[config.mk]
export PLATFORM = sky130hd
export DESIGN_NAME = pwmc_top
export DESIGN_NICKNAME = d
export VERILOG_FILES = /design/src/pwmc_chan.v /design/src/pwmc_top.v
export VERILOG_INCLUDE_DIRS = /design/src
export SDC_FILE = /design/constraint.sdc
export NUM_CORES = 1
export LEC_CHECK = 0
export ABC_AREA = 1
export BUFFER_PORTS_ARGS = -buffer_cell sky130_fd_sc_hd__buf_2
export CORE_UTILIZATION = 40
export CTS_BUF_LIST = sky130_fd_sc_hd__clkbuf_4
export DETAILED_ROUTE_END_ITERATION = 10
export PLACE_DENSITY_LB_ADDON = 0.3
export SLEW_MARGIN = 5
export SYNTH_ARGS = -nofsm -noshare
export SYNTH_HDL_FRONTEND = slang
export SYNTH_HIERARCHICAL = 1
export SYNTH_SLANG_ARGS = --single-unit
[constraint.sdc]
create_clock -name pclk -period 4.85 [get_ports pclk]
set_input_delay 0.485 -clock pclk [delete_from_list [all_inputs] [get_ports pclk]]
set_output_delay 0.485 -clock pclk [all_outputs]
set_load 0.01 [all_outputs]
[src/pwmc_map.vh]
`ifndef PWMC_MAP_VH
`define PWMC_MAP_VH

// Register byte offsets
`define PWMC_PRE_OFF 8'h00
`define PWMC_CLKDIV_OFF 8'h04
`define PWMC_CTRL_OFF 8'h08
`define PWMC_PER0_OFF 8'h0C
`define PWMC_DUTY0_OFF 8'h10
`define PWMC_CNT0_OFF 8'h14
`define PWMC_CH_STRIDE 8'h0C
`define PWMC_IEN_OFF 8'h24
`define PWMC_IFLAG_OFF 8'h28
`define PWMC_CAPC_OFF 8'h2C
`define PWMC_RISE0_OFF 8'h30
`define PWMC_FALL0_OFF 8'h34
`define PWMC_CAP_STRIDE 8'h08
`define PWMC_SYNC_OFF 8'h40
`define PWMC_PIN_OFF 8'h44
`define PWMC_LAST_OFF 8'h44

// Prescaler register fields
`define PWMC_PRE_LSB 0
`define PWMC_DZI_LSB 8
// Clock divider select: code n divides by 2**n for codes 0 to 4; codes 5 to 7 divide by 16
`define PWMC_DIV_STRIDE 4
// Control register fields
`define PWMC_EN_BIT 0
`define PWMC_MODE_BIT 3
`define PWMC_DZEN_BIT 4
`define PWMC_CTRL_STRIDE 8
`define PWMC_CENTER_BIT 31
// Interrupt enable register fields
`define PWMC_PIE_BIT 0
`define PWMC_ADCT_BIT 8
`define PWMC_ITYPE_LSB 16
`define PWMC_ITYPE_UNDER 2'h0
`define PWMC_ITYPE_CENTER 2'h1
// Capture control fields
`define PWMC_CAPEN_BIT 0
`define PWMC_RIE_BIT 1
`define PWMC_FIE_BIT 2
`define PWMC_CFLAG_BIT 4
`define PWMC_CAPC_STRIDE 16
// Pin control fields
`define PWMC_POE_BIT 0
`define PWMC_CAPIN_BIT 8

`endif

[src/pwmc_chan.v]
`timescale 1ns/1ps
module pwmc_chan #(
    parameter CW = 16
) (
    input wire pclk,
    input wire presetn,
    input wire tick_pre,
    input wire [2:0] div_sel,
    input wire run_en,
    input wire auto_reload_select,
    input wire center,
    input wire [CW-1:0] per_buf,
    input wire [CW-1:0] duty_buf,
    input wire cap_in,
    input wire cap_en,
    input wire rise_ie,
    input wire fall_ie,
    output wire [CW-1:0] cnt,
    output wire pwm,
    output wire uf_evt,
    output wire ctr_evt,
    output wire os_done,
    output wire rise_evt,
    output wire fall_evt
);
    reg [CW-1:0] cnt_q;
    reg [CW-1:0] per_q;
    reg [CW-1:0] duty_q;
    reg [3:0] div_q;
    reg up_q;
    reg idle_q;
    reg pwm_q;
    reg cap_prev_q;
    wire [4:0] m5 = (5'h01 << div_sel) - 5'h01;
    wire [3:0] mask = m5[3:0];
    wire tick = tick_pre & ((div_q & mask) == mask);
    wire live = run_en & ~idle_q;
    wire at_zero = (cnt_q == {CW{1'b0}});
    wire at_top = (cnt_q == per_q);
    wire cap_rl = (rise_evt & rise_ie) | (fall_evt & fall_ie);
    wire reload_ok = auto_reload_select & (per_buf != {CW{1'b0}});
    wire [CW-1:0] start_cnt = center ? {CW{1'b0}} : per_buf;

    assign rise_evt = cap_en & cap_in & ~cap_prev_q;
    assign fall_evt = cap_en & ~cap_in & cap_prev_q;
    assign uf_evt = tick & live & at_zero & (~center | ~up_q);
    assign ctr_evt = tick & live & center & up_q & at_top;
    assign os_done = uf_evt & ~auto_reload_select;
    assign cnt = cnt_q;
    assign pwm = pwm_q;

    always @(posedge pclk or negedge presetn) begin
        if (!presetn) begin
            div_q <= 4'h0;
            cap_prev_q <= 1'b0;
        end else begin
            cap_prev_q <= cap_in;
            if (tick_pre) begin
                div_q <= div_q + 4'h1;
            end
        end
    end

    always @(posedge pclk or negedge presetn) begin
        if (!presetn) begin
            cnt_q <= {CW{1'b0}};
            per_q <= {CW{1'b0}};
            duty_q <= {CW{1'b0}};
            up_q <= 1'b1;
            idle_q <= 1'b1;
            pwm_q <= 1'b0;
        end else begin
            // Output falls at once on disable, cutting the pulse short
            pwm_q <= live & ((up_q | ~center) ? (cnt_q <= duty_q) :
                (cnt_q < duty_q));
            if (!run_en) begin
                idle_q <= 1'b1;
                cnt_q <= {CW{1'b0}};
                up_q <= 1'b1;
            end else if (idle_q) begin
                if (per_buf != {CW{1'b0}}) begin
                    per_q <= per_buf;
                    duty_q <= duty_buf;
                    cnt_q <= start_cnt;
                    up_q <= 1'b1;
                    idle_q <= 1'b0;
                end
            end else if (cap_rl) begin
                cnt_q <= per_q;
            end else if (tick) begin
                if (uf_evt) begin
                    if (reload_ok) begin
                        per_q <= per_buf;
                        duty_q <= duty_buf;
                        cnt_q <= start_cnt;
                        up_q <= 1'b1;
                    end else begin
                        idle_q <= 1'b1;
                    end
                end else if (center && up_q) begin
                    if (at_top) begin
                        up_q <= 1'b0;
                    end else begin
                        cnt_q <= cnt_q + {{(CW-1){1'b0}}, 1'b1};
                    end
                end else begin
                    cnt_q <= cnt_q - {{(CW-1){1'b0}}, 1'b1};
                end
            end
        end
    end
endmodule

[src/pwmc_top.v]
// The APB interface to the registers and the address map were left to the implementer.
`timescale 1ns/1ps
`include "pwmc_map.vh"
module pwmc_top #(
    parameter CW = 16,
    parameter GROUP_B = 0
) (
    input wire pclk,
    input wire presetn,
    input wire psel,
    input wire penable,
    input wire pwrite,
    input wire [7:0] paddr,
    input wire [31:0] pwdata,
    output wire [31:0] prdata,
    output wire pready,
    output wire pslverr,
    input wire [1:0] cap_pin_in,
    output wire [1:0] pwm_pin_out,
    output wire [1:0] pwm_pin_oe_n,
    output wire [1:0] adc_start,
    output wire group_a_irq,
    output wire group_b_irq
);
    localparam NCH = 2;

    function addr_ok;
        input [7:0] a;
        begin
            addr_ok = (a[1:0] == 2'h0) && (a <= `PWMC_LAST_OFF);
        end
    endfunction

    function [7:0] ch_addr;
        input [7:0] base;
        input [7:0] stride;
        input integer idx;
        reg [15:0] t;
        begin
            t = idx[7:0] * stride;
            ch_addr = base + t[7:0];
        end
    endfunction

    reg pready_q;
    reg pslverr_q;
    reg [31:0] prdata_q;
    reg pready_d;
    reg pslverr_d;
    reg [31:0] prdata_d;
    reg [7:0] pre_q;
    reg [7:0] deadzone_interval_q;
    reg [7:0] pre_cnt_q;
    reg dzen_q;
    reg center_q;
    reg [1:0] center_irq_point_select_q;
    reg sync_q;
    reg [NCH-1:0] channel_run_enable_q;
    reg [NCH-1:0] auto_reload_select_q;
    reg [NCH-1:0] pie_q;
    reg [NCH-1:0] adc_trigger_enable_q;
    reg [NCH-1:0] pflag_q;
    reg [NCH-1:0] cap_en_q;
    reg [NCH-1:0] rie_q;
    reg [NCH-1:0] fie_q;
    reg [NCH-1:0] capture_irq_flag_q;
    reg [NCH-1:0] pin_output_enable_q;
    reg [NCH-1:0] capture_input_enable_q;
    reg [NCH-1:0] adc_q;
    reg [NCH-1:0] pin_out_q;
    reg [NCH-1:0] pin_oe_n_q;
    reg irq_a_q;
    reg irq_b_q;
    reg [2:0] div_sel_q [0:NCH-1];
    reg [CW-1:0] period_reload_value_q [0:NCH-1];
    reg [CW-1:0] duty_compare_value_q [0:NCH-1];
    reg [CW-1:0] rising_edge_latch_q [0:NCH-1];
    reg [CW-1:0] falling_edge_latch_q [0:NCH-1];
    reg [31:0] ctrl_w;
    reg [31:0] ien_w;
    reg [31:0] capc_w;
    reg [31:0] pin_w;
    reg [31:0] clkdiv_w;
    reg [NCH-1:0] pset;
    reg [NCH-1:0] cset;
    reg any_irq;

    wire [CW*NCH-1:0] cnt_w;
    wire [NCH-1:0] pwm_w;
    wire [NCH-1:0] uf_w;
    wire [NCH-1:0] ctr_w;
    wire [NCH-1:0] done_w;
    wire [NCH-1:0] rise_w;
    wire [NCH-1:0] fall_w;
    wire [NCH-1:0] dz_src;
    wire [NCH-1:0] dz_out;

    // Write lands on the edge where the master sees pready high
    wire acc = psel & penable;
    wire wr_fire = acc & pwrite & pready_q & addr_ok(paddr);
    wire wr_pre = wr_fire & (paddr == `PWMC_PRE_OFF);
    wire wr_div = wr_fire & (paddr == `PWMC_CLKDIV_OFF);
    wire wr_ctrl = wr_fire & (paddr == `PWMC_CTRL_OFF);
    wire wr_ien = wr_fire & (paddr == `PWMC_IEN_OFF);
    wire wr_iflag = wr_fire & (paddr == `PWMC_IFLAG_OFF);
    wire wr_capc = wr_fire & (paddr == `PWMC_CAPC_OFF);
    wire wr_pin = wr_fire & (paddr == `PWMC_PIN_OFF);
    wire tick_pre = (pre_cnt_q >= pre_q);
    wire [NCH-1:0] cap_in = cap_pin_in & capture_input_enable_q;
    wire [NCH-1:0] wr_per;
    wire [NCH-1:0] wr_duty;

    genvar g;
    generate
        for (g = 0; g < NCH; g = g + 1) begin : gch
            assign wr_per[g] = wr_fire & (paddr ==
                ch_addr(`PWMC_PER0_OFF, `PWMC_CH_STRIDE, g));
            assign wr_duty[g] = wr_fire & (paddr ==
                ch_addr(`PWMC_DUTY0_OFF, `PWMC_CH_STRIDE, g));
            pwmc_chan #(
                .CW(CW)
            ) u_chan (
                .pclk(pclk),
                .presetn(presetn),
                .tick_pre(tick_pre),
                .div_sel(div_sel_q[g]),
                .run_en(channel_run_enable_q[g]),
                .auto_reload_select(auto_reload_select_q[g]),
                .center(center_q),
                .per_buf(period_reload_value_q[g]),
                .duty_buf(duty_compare_value_q[g]),
                .cap_in(cap_in[g]),
                .cap_en(cap_en_q[g]),
                .rise_ie(rie_q[g]),
                .fall_ie(fie_q[g]),
                .cnt(cnt_w[g*CW +: CW]),
                .pwm(pwm_w[g]),
                .uf_evt(uf_w[g]),
                .ctr_evt(ctr_w[g]),
                .os_done(done_w[g]),
                .rise_evt(rise_w[g]),
                .fall_evt(fall_w[g])
            );
        end
    endgenerate

    // Pair follows channel 0; lane 1 is its complement while enabled
    assign dz_src[0] = pwm_w[0];
    assign dz_src[1] = dzen_q ? (~pwm_w[0] & channel_run_enable_q[0]) :
        pwm_w[1];

    generate
        for (g = 0; g < NCH; g = g + 1) begin : gdz
            reg [7:0] dz_cnt_q;
            reg dz_q;
            assign dz_out[g] = dzen_q ? dz_q : dz_src[g];
            always @(posedge pclk or negedge presetn) begin
                if (!presetn) begin
                    dz_cnt_q <= 8'h00;
                    dz_q <= 1'b0;
                end else if (!dz_src[g]) begin
                    dz_cnt_q <= 8'h00;
                    dz_q <= 1'b0;
                end else if (dz_cnt_q == deadzone_interval_q) begin
                    dz_q <= 1'b1;
                end else if (tick_pre) begin
                    dz_cnt_q <= dz_cnt_q + 8'h01;
                end
            end
        end
    endgenerate

    integer i, j, k;

    always @* begin
        ctrl_w = 32'h0000_0000;
        ien_w = 32'h0000_0000;
        capc_w = 32'h0000_0000;
        pin_w = 32'h0000_0000;
        clkdiv_w = 32'h0000_0000;
        pset = {NCH{1'b0}};
        cset = {NCH{1'b0}};
        ctrl_w[`PWMC_DZEN_BIT] = dzen_q;
        ctrl_w[`PWMC_CENTER_BIT] = center_q;
        ien_w[`PWMC_ITYPE_LSB +: 2] = center_irq_point_select_q;
        for (j = 0; j < NCH; j = j + 1) begin
            ctrl_w[`PWMC_EN_BIT + j*`PWMC_CTRL_STRIDE] =
                channel_run_enable_q[j];
            ctrl_w[`PWMC_MODE_BIT + j*`PWMC_CTRL_STRIDE] =
                auto_reload_select_q[j];
            ien_w[`PWMC_PIE_BIT + j] = pie_q[j];
            ien_w[`PWMC_ADCT_BIT + j] = adc_trigger_enable_q[j];
            capc_w[`PWMC_CAPEN_BIT + j*`PWMC_CAPC_STRIDE] = cap_en_q[j];
            capc_w[`PWMC_RIE_BIT + j*`PWMC_CAPC_STRIDE] = rie_q[j];
            capc_w[`PWMC_FIE_BIT + j*`PWMC_CAPC_STRIDE] = fie_q[j];
            capc_w[`PWMC_CFLAG_BIT + j*`PWMC_CAPC_STRIDE] =
                capture_irq_flag_q[j];
            pin_w[`PWMC_POE_BIT + j] = pin_output_enable_q[j];
            pin_w[`PWMC_CAPIN_BIT + j] = capture_input_enable_q[j];
            clkdiv_w[j*`PWMC_DIV_STRIDE +: 3] = div_sel_q[j];
            if (center_q) begin
                if (center_irq_point_select_q == `PWMC_ITYPE_UNDER) begin
                    pset[j] = uf_w[j];
                end else if (center_irq_point_select_q ==
                    `PWMC_ITYPE_CENTER) begin
                    pset[j] = ctr_w[j];
                end
            end else begin
                pset[j] = uf_w[j];
            end
            cset[j] = (rise_w[j] & rie_q[j]) |
                (fall_w[j] & fie_q[j]);
        end
        any_irq = |((pflag_q & pie_q) | capture_irq_flag_q);
    end

    always @* begin
        pready_d = acc & ~pready_q;
        pslverr_d = acc & ~pready_q & ~addr_ok(paddr);
        prdata_d = 32'h0000_0000;
        case (paddr)
            `PWMC_PRE_OFF: begin
                prdata_d[`PWMC_PRE_LSB +: 8] = pre_q;
                prdata_d[`PWMC_DZI_LSB +: 8] = deadzone_interval_q;
            end
            `PWMC_CLKDIV_OFF: prdata_d = clkdiv_w;
            `PWMC_CTRL_OFF: prdata_d = ctrl_w;
            `PWMC_IEN_OFF: prdata_d = ien_w;
            `PWMC_IFLAG_OFF: prdata_d[NCH-1:0] = pflag_q;
            `PWMC_CAPC_OFF: prdata_d = capc_w;
            `PWMC_SYNC_OFF: prdata_d[0] = sync_q;
            `PWMC_PIN_OFF: prdata_d = pin_w;
            default: prdata_d = 32'h0000_0000;
        endcase
        for (k = 0; k < NCH; k = k + 1) begin
            if (paddr == ch_addr(`PWMC_PER0_OFF, `PWMC_CH_STRIDE, k)) begin
                prdata_d[CW-1:0] = period_reload_value_q[k];
            end
            if (paddr == ch_addr(`PWMC_DUTY0_OFF, `PWMC_CH_STRIDE, k)) begin
                prdata_d[CW-1:0] = duty_compare_value_q[k];
            end
            if (paddr == ch_addr(`PWMC_CNT0_OFF, `PWMC_CH_STRIDE, k)) begin
                prdata_d[CW-1:0] = cnt_w[k*CW +: CW];
            end
            if (paddr == ch_addr(`PWMC_RISE0_OFF, `PWMC_CAP_STRIDE, k)) begin
                prdata_d[CW-1:0] = rising_edge_latch_q[k];
            end
            if (paddr == ch_addr(`PWMC_FALL0_OFF, `PWMC_CAP_STRIDE, k)) begin
                prdata_d[CW-1:0] = falling_edge_latch_q[k];
            end
        end
        if (!pready_d) begin
            prdata_d = prdata_q;
        end
    end

    always @(posedge pclk or negedge presetn) begin
        if (!presetn) begin
            pready_q <= 1'b0;
            pslverr_q <= 1'b0;
            prdata_q <= 32'h0000_0000;
            pre_q <= 8'h00;
            pre_cnt_q <= 8'h00;
            deadzone_interval_q <= 8'h00;
            dzen_q <= 1'b0;
            center_q <= 1'b0;
            center_irq_point_select_q <= `PWMC_ITYPE_UNDER;
            sync_q <= 1'b0;
            irq_a_q <= 1'b0;
            irq_b_q <= 1'b0;
            adc_q <= {NCH{1'b0}};
            pin_out_q <= {NCH{1'b0}};
            pin_oe_n_q <= {NCH{1'b1}};
            channel_run_enable_q <= {NCH{1'b0}};
            auto_reload_select_q <= {NCH{1'b0}};
            pie_q <= {NCH{1'b0}};
            adc_trigger_enable_q <= {NCH{1'b0}};
            pflag_q <= {NCH{1'b0}};
            cap_en_q <= {NCH{1'b0}};
            rie_q <= {NCH{1'b0}};
            fie_q <= {NCH{1'b0}};
            capture_irq_flag_q <= {NCH{1'b0}};
            pin_output_enable_q <= {NCH{1'b0}};
            capture_input_enable_q <= {NCH{1'b0}};
            for (i = 0; i < NCH; i = i + 1) begin
                div_sel_q[i] <= 3'h0;
                period_reload_value_q[i] <= {CW{1'b0}};
                duty_compare_value_q[i] <= {CW{1'b0}};
                rising_edge_latch_q[i] <= {CW{1'b0}};
                falling_edge_latch_q[i] <= {CW{1'b0}};
            end
        end else begin
            pready_q <= pready_d;
            pslverr_q <= pslverr_d;
            prdata_q <= prdata_d;
            pre_cnt_q <= tick_pre ? 8'h00 : pre_cnt_q + 8'h01;
            // PWM clock is the bus clock here, so a write crosses in one cycle
            sync_q <= wr_pre | wr_div | wr_ctrl | (|wr_per) |
                (|wr_duty);
            irq_a_q <= any_irq & (GROUP_B == 0);
            irq_b_q <= any_irq & (GROUP_B != 0);
            adc_q <= adc_trigger_enable_q & ctr_w;
            pin_out_q <= pin_output_enable_q & dz_out;
            pin_oe_n_q <= ~pin_output_enable_q;
            if (wr_pre) begin
                pre_q <= pwdata[`PWMC_PRE_LSB +: 8];
                deadzone_interval_q <= pwdata[`PWMC_DZI_LSB +: 8];
            end
            if (wr_ctrl) begin
                dzen_q <= pwdata[`PWMC_DZEN_BIT];
                center_q <= pwdata[`PWMC_CENTER_BIT];
            end
            if (wr_ien) begin
                center_irq_point_select_q <= pwdata[`PWMC_ITYPE_LSB +: 2];
            end
            for (i = 0; i < NCH; i = i + 1) begin
                if (wr_div) begin
                    div_sel_q[i] <= pwdata[i*`PWMC_DIV_STRIDE +: 3];
                end
                if (wr_ctrl) begin
                    channel_run_enable_q[i] <=
                        pwdata[`PWMC_EN_BIT + i*`PWMC_CTRL_STRIDE];
                    auto_reload_select_q[i] <=
                        pwdata[`PWMC_MODE_BIT + i*`PWMC_CTRL_STRIDE];
                end
                if (wr_ien) begin
                    pie_q[i] <= pwdata[`PWMC_PIE_BIT + i];
                    adc_trigger_enable_q[i] <= pwdata[`PWMC_ADCT_BIT + i];
                end
                if (wr_capc) begin
                    cap_en_q[i] <= pwdata[`PWMC_CAPEN_BIT + i*`PWMC_CAPC_STRIDE];
                    rie_q[i] <= pwdata[`PWMC_RIE_BIT + i*`PWMC_CAPC_STRIDE];
                    fie_q[i] <= pwdata[`PWMC_FIE_BIT + i*`PWMC_CAPC_STRIDE];
                end
                if (wr_pin) begin
                    pin_output_enable_q[i] <= pwdata[`PWMC_POE_BIT + i];
                    capture_input_enable_q[i] <= pwdata[`PWMC_CAPIN_BIT + i];
                end
                // A fresh write wins over the hardware clear
                if (wr_per[i]) begin
                    period_reload_value_q[i] <= pwdata[CW-1:0];
                end else if (done_w[i] || (wr_ctrl &&
                    pwdata[`PWMC_MODE_BIT + i*`PWMC_CTRL_STRIDE] !=
                    auto_reload_select_q[i])) begin
                    period_reload_value_q[i] <= {CW{1'b0}};
                end
                if (wr_duty[i]) begin
                    duty_compare_value_q[i] <= pwdata[CW-1:0];
                end else if (done_w[i] || (wr_ctrl &&
                    pwdata[`PWMC_MODE_BIT + i*`PWMC_CTRL_STRIDE] !=
                    auto_reload_select_q[i])) begin
                    duty_compare_value_q[i] <= {CW{1'b0}};
                end
                // Hardware set beats a same-cycle write-one clear
                if (pset[i]) begin
                    pflag_q[i] <= 1'b1;
                end else if (wr_iflag && pwdata[i]) begin
                    pflag_q[i] <= 1'b0;
                end
                if (cset[i]) begin
                    capture_irq_flag_q[i] <= 1'b1;
                end else if (wr_capc &&
                    pwdata[`PWMC_CFLAG_BIT + i*`PWMC_CAPC_STRIDE]) begin
                    capture_irq_flag_q[i] <= 1'b0;
                end
                if (rise_w[i]) begin
                    rising_edge_latch_q[i] <= cnt_w[i*CW +: CW];
                end
                if (fall_w[i]) begin
                    falling_edge_latch_q[i] <= cnt_w[i*CW +: CW];
                end
            end
        end
    end

    assign prdata = prdata_q;
    assign pready = pready_q;
    assign pslverr = pslverr_q;
    assign pwm_pin_out = pin_out_q;
    assign pwm_pin_oe_n = pin_oe_n_q;
    assign adc_start = adc_q;
    assign group_a_irq = irq_a_q;
    assign group_b_irq = irq_b_q;
endmodule

==> key figures, run 1 <==
Outcome
  – Status: completed

Routing
  – Average wire per standard cell: 18.5 µm
  – DRC Markers: 0
  – Vias per Instance: 5.28
  – Detailed Routing Iterations Pass 1: 7
  – Starting DRT DRC Count: 2038
  – DRT Wirelength: 67.3 mm
  – Total number of vias: 19187
  – Post-DRT Antenna Nets: 0

Setup path
  – Endpoint class of the critical path: flop
  – Startpoint Class: flop
  – Crit path largest cell delay: 0.42 ns
  – Crit path top cell by count: inv_1
  – Worst Path Max Fanout: 21
  – Critical Path RT: 5.51 ns
  – Worst-path cell chain: inv_1, ha_1, nand2_1, nor2_1, nand4_1, o2111ai_2, buf_4, nand3_1, nor2_2, nand3_4, inv_1, nand2_1, nor2_1, inv_1, nand3_2, o22ai_1
  – CP bufs+invs: 4
  – Slowest-stage cell, CP: nand2_1
  – Worst endpoint data arrival time: 4.05 ns
  – Setup CP Type: flop to flop
  – Worst path top cell family by delay: simple AND/OR/NAND/NOR gates

Logic synthesis
  – Synth cell count leaders: nand2_1, inv_1, dfrtp_1, nor2_1, nand3_1
  – Top_reg_cell synth: dfrtp_1
  – Sequential fraction of the synthesis area: 41.9%
  – Mux share of post-synthesis cell area: 2.07%
  – Largest family of logic cells by synthesized area: simple AND/OR/NAND/NOR gates
  – Post-synth EDFFs: 0
  – Synth Warn #: 6
  – Post-synth top area share: 41.2%
  – Cells after Synth: 2758
  – Dominant cell by count in the synthesized netlist: nand2_1
  – Xor/xnor share of the synthesized area: 1.95%
  – Synth Area in Compound Gates: 12.2%
  – Post-Synth Simple-Gate Area: 27.0%
  – Post-synthesis cell area: 20600 µm²
  – Post-synth ARST share: 100%
  – Top cells by area, synth: dfrtp_1, nand2_1, inv_1, ha_1, nand3_1
  – Post-synthesis adder-cell area fraction: 4.75%
  – Largest area contributor in the netlist: dfrtp_1
  – Synth Register Bits: 345
  – Syn_area_per_cell: 7.47 µm²
  – Post-synth cell types: 50

Power
  – IR drop worst, VDD: 192 µV
  – Pwr/cell area: 256 nW/µm²
  – Clock Power Share: 48.2%
  – Net switching power: 1440 µW
  – Lkg Pwr: 0.0120 µW
  – Comb pwr share: 2.9%
  – Cell Int Power: 4460 µW
  – Switching part of the total: 24.4%
  – Sequential cell fraction of total power: 48.9%

Clock network
  – Num CTS Buffers: 99
  – Clock transition at path regs: 0.07 ns
  – Clk buf depth: 3
  – CTS tree: yes
  – # clock sinks: 345
  – CTS root buffer: clkbuf_4
  – # H-tree levels: 3
  – Worst skew pair latency: 0.85 ns
  – Post-CTS sizing: 0

Die
  – Die area: 52400 µm²
  – Core Area: 50500 µm²
  – Die Ht: 229 µm
  – Die W: 229 µm
  – IO Pins: 89
  – FP Rows: 82
  – Starting density of the core: 40.8%

STA
  – Clock Skews: 0.0612 ns
  – Final min period: 3.38 ns
  – Final period util: 69.8%
  – Hold Violations, Final: 0
  – Peak Freq: 296 MHz
  – Slew HR: 17.1%
  – Max Slew Vio Count: 0
  – Setup TNS Final: 0 ns
  – Count of final setup violators: 0
  – Tightest Pin Transition: 1.24 ns
  – RSZ-0062 raised after global routing: false

Run
  – Max_cap viols: 0

Cells and area
  – Synth-to-Final Area Change: 11.8%
  – Util after Layout: 45.6%
  – Nets: 3013
  – Fraction of layout cells with a size suffix above 1: 12.0%

Worst hold path
  – Class of the worst hold path: input pin to flop

GRT
  – All-Layer GR Usage: 25.7%
  – Vias in the first global route: 18053
  – Gr ovfl total: 0
  – Antenna violations before repair: 1
  – Largest net degree at the start of global routing: 114
  – First-pass GRT wire length: 104 mm

Place
  – GP Congestion: 0.952
  – Port bufs: 65
  – Post-detail-place hpwl: 48.8 mm
worst min-delay path: cells and delay by family:
family,cells,cell delay [ns]
AND/OR/NAND/NOR,1,0.19
buffers and inverters,2,0.24
cells by family after synthesis:
family,count (synthesis)
simple gates,1297
buf+inv,515
compound gates,439
flops,345
fa+ha+maj,77
xor+xnor,46
mux,38
other cells,1
area by class of cell:
type,instances,area (µm²)
Fill cell,5147,27400
Inverter,430,1610
Tap cell,672,841
Clock inverter,26,186
Clock buffer,148,1110
Sequential cell,345,8640
Multi-Input combinational cell,1909,9940
Antenna cell,1,2.50
Timing Repair Buffer,104,701
flip-flops by register name, indices dropped and copies added, names as in the netlist, 6 cells and up:
name	count
pre_cnt_q	8
gdz.dz_cnt_q	16
falling_edge_latch_q	32
period_reload_value_q	32
pre_q	8
rising_edge_latch_q	32
clkdiv_w	6
prdata	21
gch.u_chan/cnt	32
gch.u_chan/div_q	8
deadzone_interval_q	8
gch.u_chan/duty_q	32
gch.u_chan/per_q	32
duty_compare_value_q	32
per-layer routing:
layer,vias up,GRT usage (%),wire length (µm),share of wire [%]
li1,9208,-,-,-
met2,855,36.9,27800,41
met4,0,10.0,2180,3.2
met1,9000,36.7,30500,45
met5,-,0,0,0
met3,124,6.81,6790,10
final timing paths:
path                                        start                       end  slack (ns)  depth (start not counted)
hold / removal                      cap_pin_in[1]  gch[1].u_chan/cap_prev_q        0.15                          3
max in group asynchronous                 presetn     gch[1].u_chan/cnt[12]        3.42                          3
min in group asynchronous                 presetn        gdz[1].dz_cnt_q[2]        0.29                          2
setup / recovery                         pre_q[7]  duty_compare_value_q[10]        1.47                         16
hold reg to reg            pin_output_enable_q[1]           pwm_pin_oe_n[1]        0.44                          1
setup reg to reg                         pre_q[7]  duty_compare_value_q[10]        1.47                         16
what timing repair did:
action | in CTS | in global routing
buffers inserted | 0 | 0
hold buffers | 19 | 0
hold endpoints to repair | 104 | 0
power groups by stage:
stage	sequential [µW]	clock (µW)	combinational [µW]
after global routing	2880	3060	192
after global placement	2940	0	160
after floorplan	2940	0	48.5
after CTS	2880	2910	173
final	2880	2840	173
after detailed placement	2940	0	161
placed cells by master (no fill, tap or decap), drive strengths merged, types with 18 or more instances in the layout:
cell and n:
nand2 781, inv 429, dfrtp 339, nor2 239, o21ai 184, nand3 183, clkbuf 148, a21oi 122
buf 85, ha 75, o22ai 71, nand4 49, mux2 37, xor2 29, clkinv 23, o211ai 23
dlygate4sd3 19, nor3 18
through the flow:
stage                     setup slack, ns  total power, µW  instances  hold slack, ns  cell area [µm²]
after CTS                            1.47             5970       3634          0.0437            23000
after global placement               1.53             3100       3441           0.443            21500
after detailed placement             1.50             3100       3441           0.426            21500
after global routing                 1.10             6130       3635           0.157            23000
final                                1.47             5900       3635           0.148            23000
after floorplan                      2.08             2990       2769           0.189            20700
Power figures use the tool's default switching activity.
==> inputs of run 2 (changes only) <==
clock period = 2.8 ns   (was 4.85 ns; I/O delays follow)
==> run 2 against run 1 <==
Sequential cell count stayed put; clock power is 67% higher; setup slack worse by 1.3 ns; hold slack worse by 0.031 ns; cell count is 2.0% higher; maximum frequency is 26% higher; non-clock buffer count is 62 higher; wire length is 2.4% higher; critical path type unchanged.
==> key figures, run 2 (same netlist as run 1, synthesis figures left out) <==
GRT
  – Gr ovfl total: 0 (unchanged)
  – Largest net degree at the start of global routing: 75 (was 114)
  – Vias in the first global route: 18397 (was 18053)
  – All-Layer GR Usage: 25.9% (was 25.7%)
  – First-pass GRT wire length: 105 mm (was 104 mm)
  – Antenna violations before repair: 4 (was 1)

Setup path
  – R2R Setup Slk: 0.12 ns (was 1.47 ns)
  – Startpoint Class: flop (unchanged)
  – Endpoint class of the critical path: flop (unchanged)
  – R2r endpoint: gch[0].u_chan/cnt[7] (was duty_compare_value_q[10])
  – Critical Path RT: 3.48 ns (was 5.51 ns)
  – Worst endpoint data arrival time: 3.36 ns (was 4.05 ns)
  – Worst R2R Path Depth: 16 (unchanged)
  – Setup CP Type: flop to flop (unchanged)
  – RR Startpoint: pre_q[7] (unchanged)
  – Worst Path Max Fanout: 12 (was 21)

Die
  – Starting density of the core: 40.8% (unchanged)
  – Die Ht: 229 µm (unchanged)
  – FP Rows: 82 (unchanged)
  – Die area: 52400 µm² (unchanged)
  – Die W: 229 µm (unchanged)
  – Core Area: 50500 µm² (unchanged)
  – IO Pins: 89 (unchanged)

Routing
  – DRT Wirelength: 69.0 mm (was 67.3 mm)
  – Vias per Instance: 5.29 (was 5.28)
  – Average wire per standard cell: 18.6 µm (was 18.5 µm)
  – DRC Markers: 0 (unchanged)
  – Total number of vias: 19627 (was 19187)
  – Detailed Routing Iterations Pass 1: 6 (was 7)
  – Post-DRT Antenna Nets: 0 (unchanged)
  – Starting DRT DRC Count: 1787 (was 2038)

Place
  – Port bufs: 65 (unchanged)
  – Pre-CTS WS: 0.0430 ns (was 1.50 ns)
  – Post-detail-place hpwl: 50.2 mm (was 48.8 mm)
  – GP Congestion: 0.965 (was 0.952)

Clock network
  – Num CTS Buffers: 98 (was 99)
  – Clock transition at path regs: 0.07 ns (about the same)
  – # H-tree levels: 3 (unchanged)
  – CTS root buffer: clkbuf_4 (unchanged)
  – Worst skew pair latency: 0.86 ns (was 0.85 ns)
  – # clock sinks: 345 (unchanged)
  – Clk buf depth: 3 (unchanged)
  – CTS tree: yes (unchanged)

STA
  – Peak Freq: 373 MHz (was 296 MHz)
  – Max Slew Vio Count: 0 (unchanged)
  – Clock Skews: 0.0946 ns (was 0.0612 ns)
  – Final worst slack: 0.121 ns (was 1.47 ns)
  – Setup TNS Final: 0 ns (unchanged)
  – Tightest Pin Transition: 0.712 ns (was 1.24 ns)
  – Count of final setup violators: 0 (unchanged)
  – Final min period: 2.68 ns (was 3.38 ns)
  – Final period util: 95.7% (was 69.8%)
  – Hold Violations, Final: 0 (unchanged)
  – Slew HR: 52.1% (was 17.1%)

Power
  – Net switching power: 2510 µW (was 1440 µW)
  – IR drop worst, VDD: 321 µV (was 192 µV)
  – Clock Power Share: 47.2% (was 48.2%)
  – Pwr/cell area: 423 nW/µm² (was 256 nW/µm²)
  – Lkg Pwr: 0.0123 µW (was 0.0120 µW)
  – Switching part of the total: 24.9% (was 24.4%)
  – Cell Int Power: 7560 µW (was 4460 µW)
  – Sequential cell fraction of total power: 49.6% (was 48.9%)
  – Comb pwr share: 3.2% (was 2.9%)

Cells and area
  – Fillers: 5041 (was 5147)
  – Nets: 3078 (was 3013)
  – Sequential cell area: 8640 µm² (unchanged)
  – Fraction of layout cells with a size suffix above 1: 13.9% (was 12.0%)
  – Commonest non-fill, non-tap cell in the layout: nand2_1 (unchanged)
  – Area of the multi-input gates: 10100 µm² (was 9940 µm²)
  – Synth-to-Final Area Change: 15.5% (was 11.8%)
  – Commonest non-fill, non-tap cells in the layout: nand2_1, inv_1, dfrtp_1 (unchanged)

Run
  – Max_cap viols: 0 (unchanged)

Outcome
  – Status: completed (unchanged)

Worst hold path
  – Worst hold endpoint: pslverr (was gch[1].u_chan/cap_prev_q)
  – Class of the worst hold path: input pin to flop (unchanged)
  – Hold_sp: paddr[0] (was cap_pin_in[1])
  – WHS Path Cells: 5 (was 3)
## run 2: changes by cell type in the layout (fill, tap and decap cells not counted), sizes merged
cell         change
clkbuf           -2
nand2            +4
inv              +1
dlygate4sd3      +8
diode            +1
clkinv          +10
buf             +54
bufinv           -2
## run 2: metal layers
layer	GRT usage (%)	vias to the layer above	routed length, µm
met2	37.9	869	29100
met3	7.12	107	7240
met4	7.48	0	1500
li1	-	9362	-
met5	0	-	0
met1	37.3	9289	31200
## run 2: power groups by stage
| stage | clock network, µW | logic, µW | registers [µW] |
|---|---|---|---|
| after floorplan | 0 | 84.0 | 5090 |
| after detailed placement | 0 | 292 | 5090 |
| after CTS | 4850 | 328 | 4990 |
| after global routing | 5120 | 362 | 4990 |
| final | 4750 | 327 | 4990 |
| after global placement | 0 | 289 | 5090 |
## run 2: worst max path at each step
stage / from / to / slack [ns] / depth (start not counted)
final: pre_q[7] / gch[0].u_chan/cnt[7] / 0.12 / 16
after global routing: pre_q[5] / gch[0].u_chan/cnt[3] / -0.02 / 17
after CTS: pre_q[3] / period_reload_value_q[26] / 0.02 / 16
after detailed placement: pre_q[3] / period_reload_value_q[26] / 0.04 / 16
after global placement: pre_q[3] / period_reload_value_q[31] / 0.11 / 16
after floorplan: pre_cnt_q[5] / duty_compare_value_q[24] / 0.03 / 17
## run 2: cell type report
class                      instances  area share [%]
multi-input combinational       1913            42.5
sequential                       345            36.3
inverter                         430            6.78
timing repair buffer             166            5.52
clock buffer                     146            4.60
tap                              672            3.53
clock inverter                    35           0.746
antenna                            2          0.0210
## run 2: through the flow
step / hold WS, ns / instances / util [%] / instance area (µm²) / power, µW
global route: 0.0862 / 3709 / 47.2 / 23800 / 10500
floorplan: -0.0156 / 2769 / - / 20700 / 5170
CTS: 0.0188 / 3696 / 46.6 / 23500 / 10200
finish: 0.118 / 3709 / 47.2 / 23800 / 10100
global placement: 0.288 / 3487 / 43.5 / 22000 / 5370
detailed placement: 0.292 / 3487 / 43.5 / 22000 / 5380
## run 2: critical path: stages, from the launching register on
cell,delay [ns]
dfrtp_1,0.37
inv_1,0.09
ha_4,0.27
nand2_2,0.07
nor2_2,0.10
nand4_1,0.17
o2111ai_4,0.15
nand3_2,0.11
nor2_2,0.13
buf_6,0.14
nand3_4,0.12
nor2_8,0.20
nand2_2,0.08
nand2_2,0.09
nand3_4,0.19
nand2_8,0.19
o21ai_1,0.07
## run 2: repair_timing
action / CTS / global route
setup buffers: 0 / 7
endpoints found under the hold margin: 439 / 0
setup endpoints to repair: 0 / 61
hold buffers: 28 / 0
resized for setup: 0 / 26
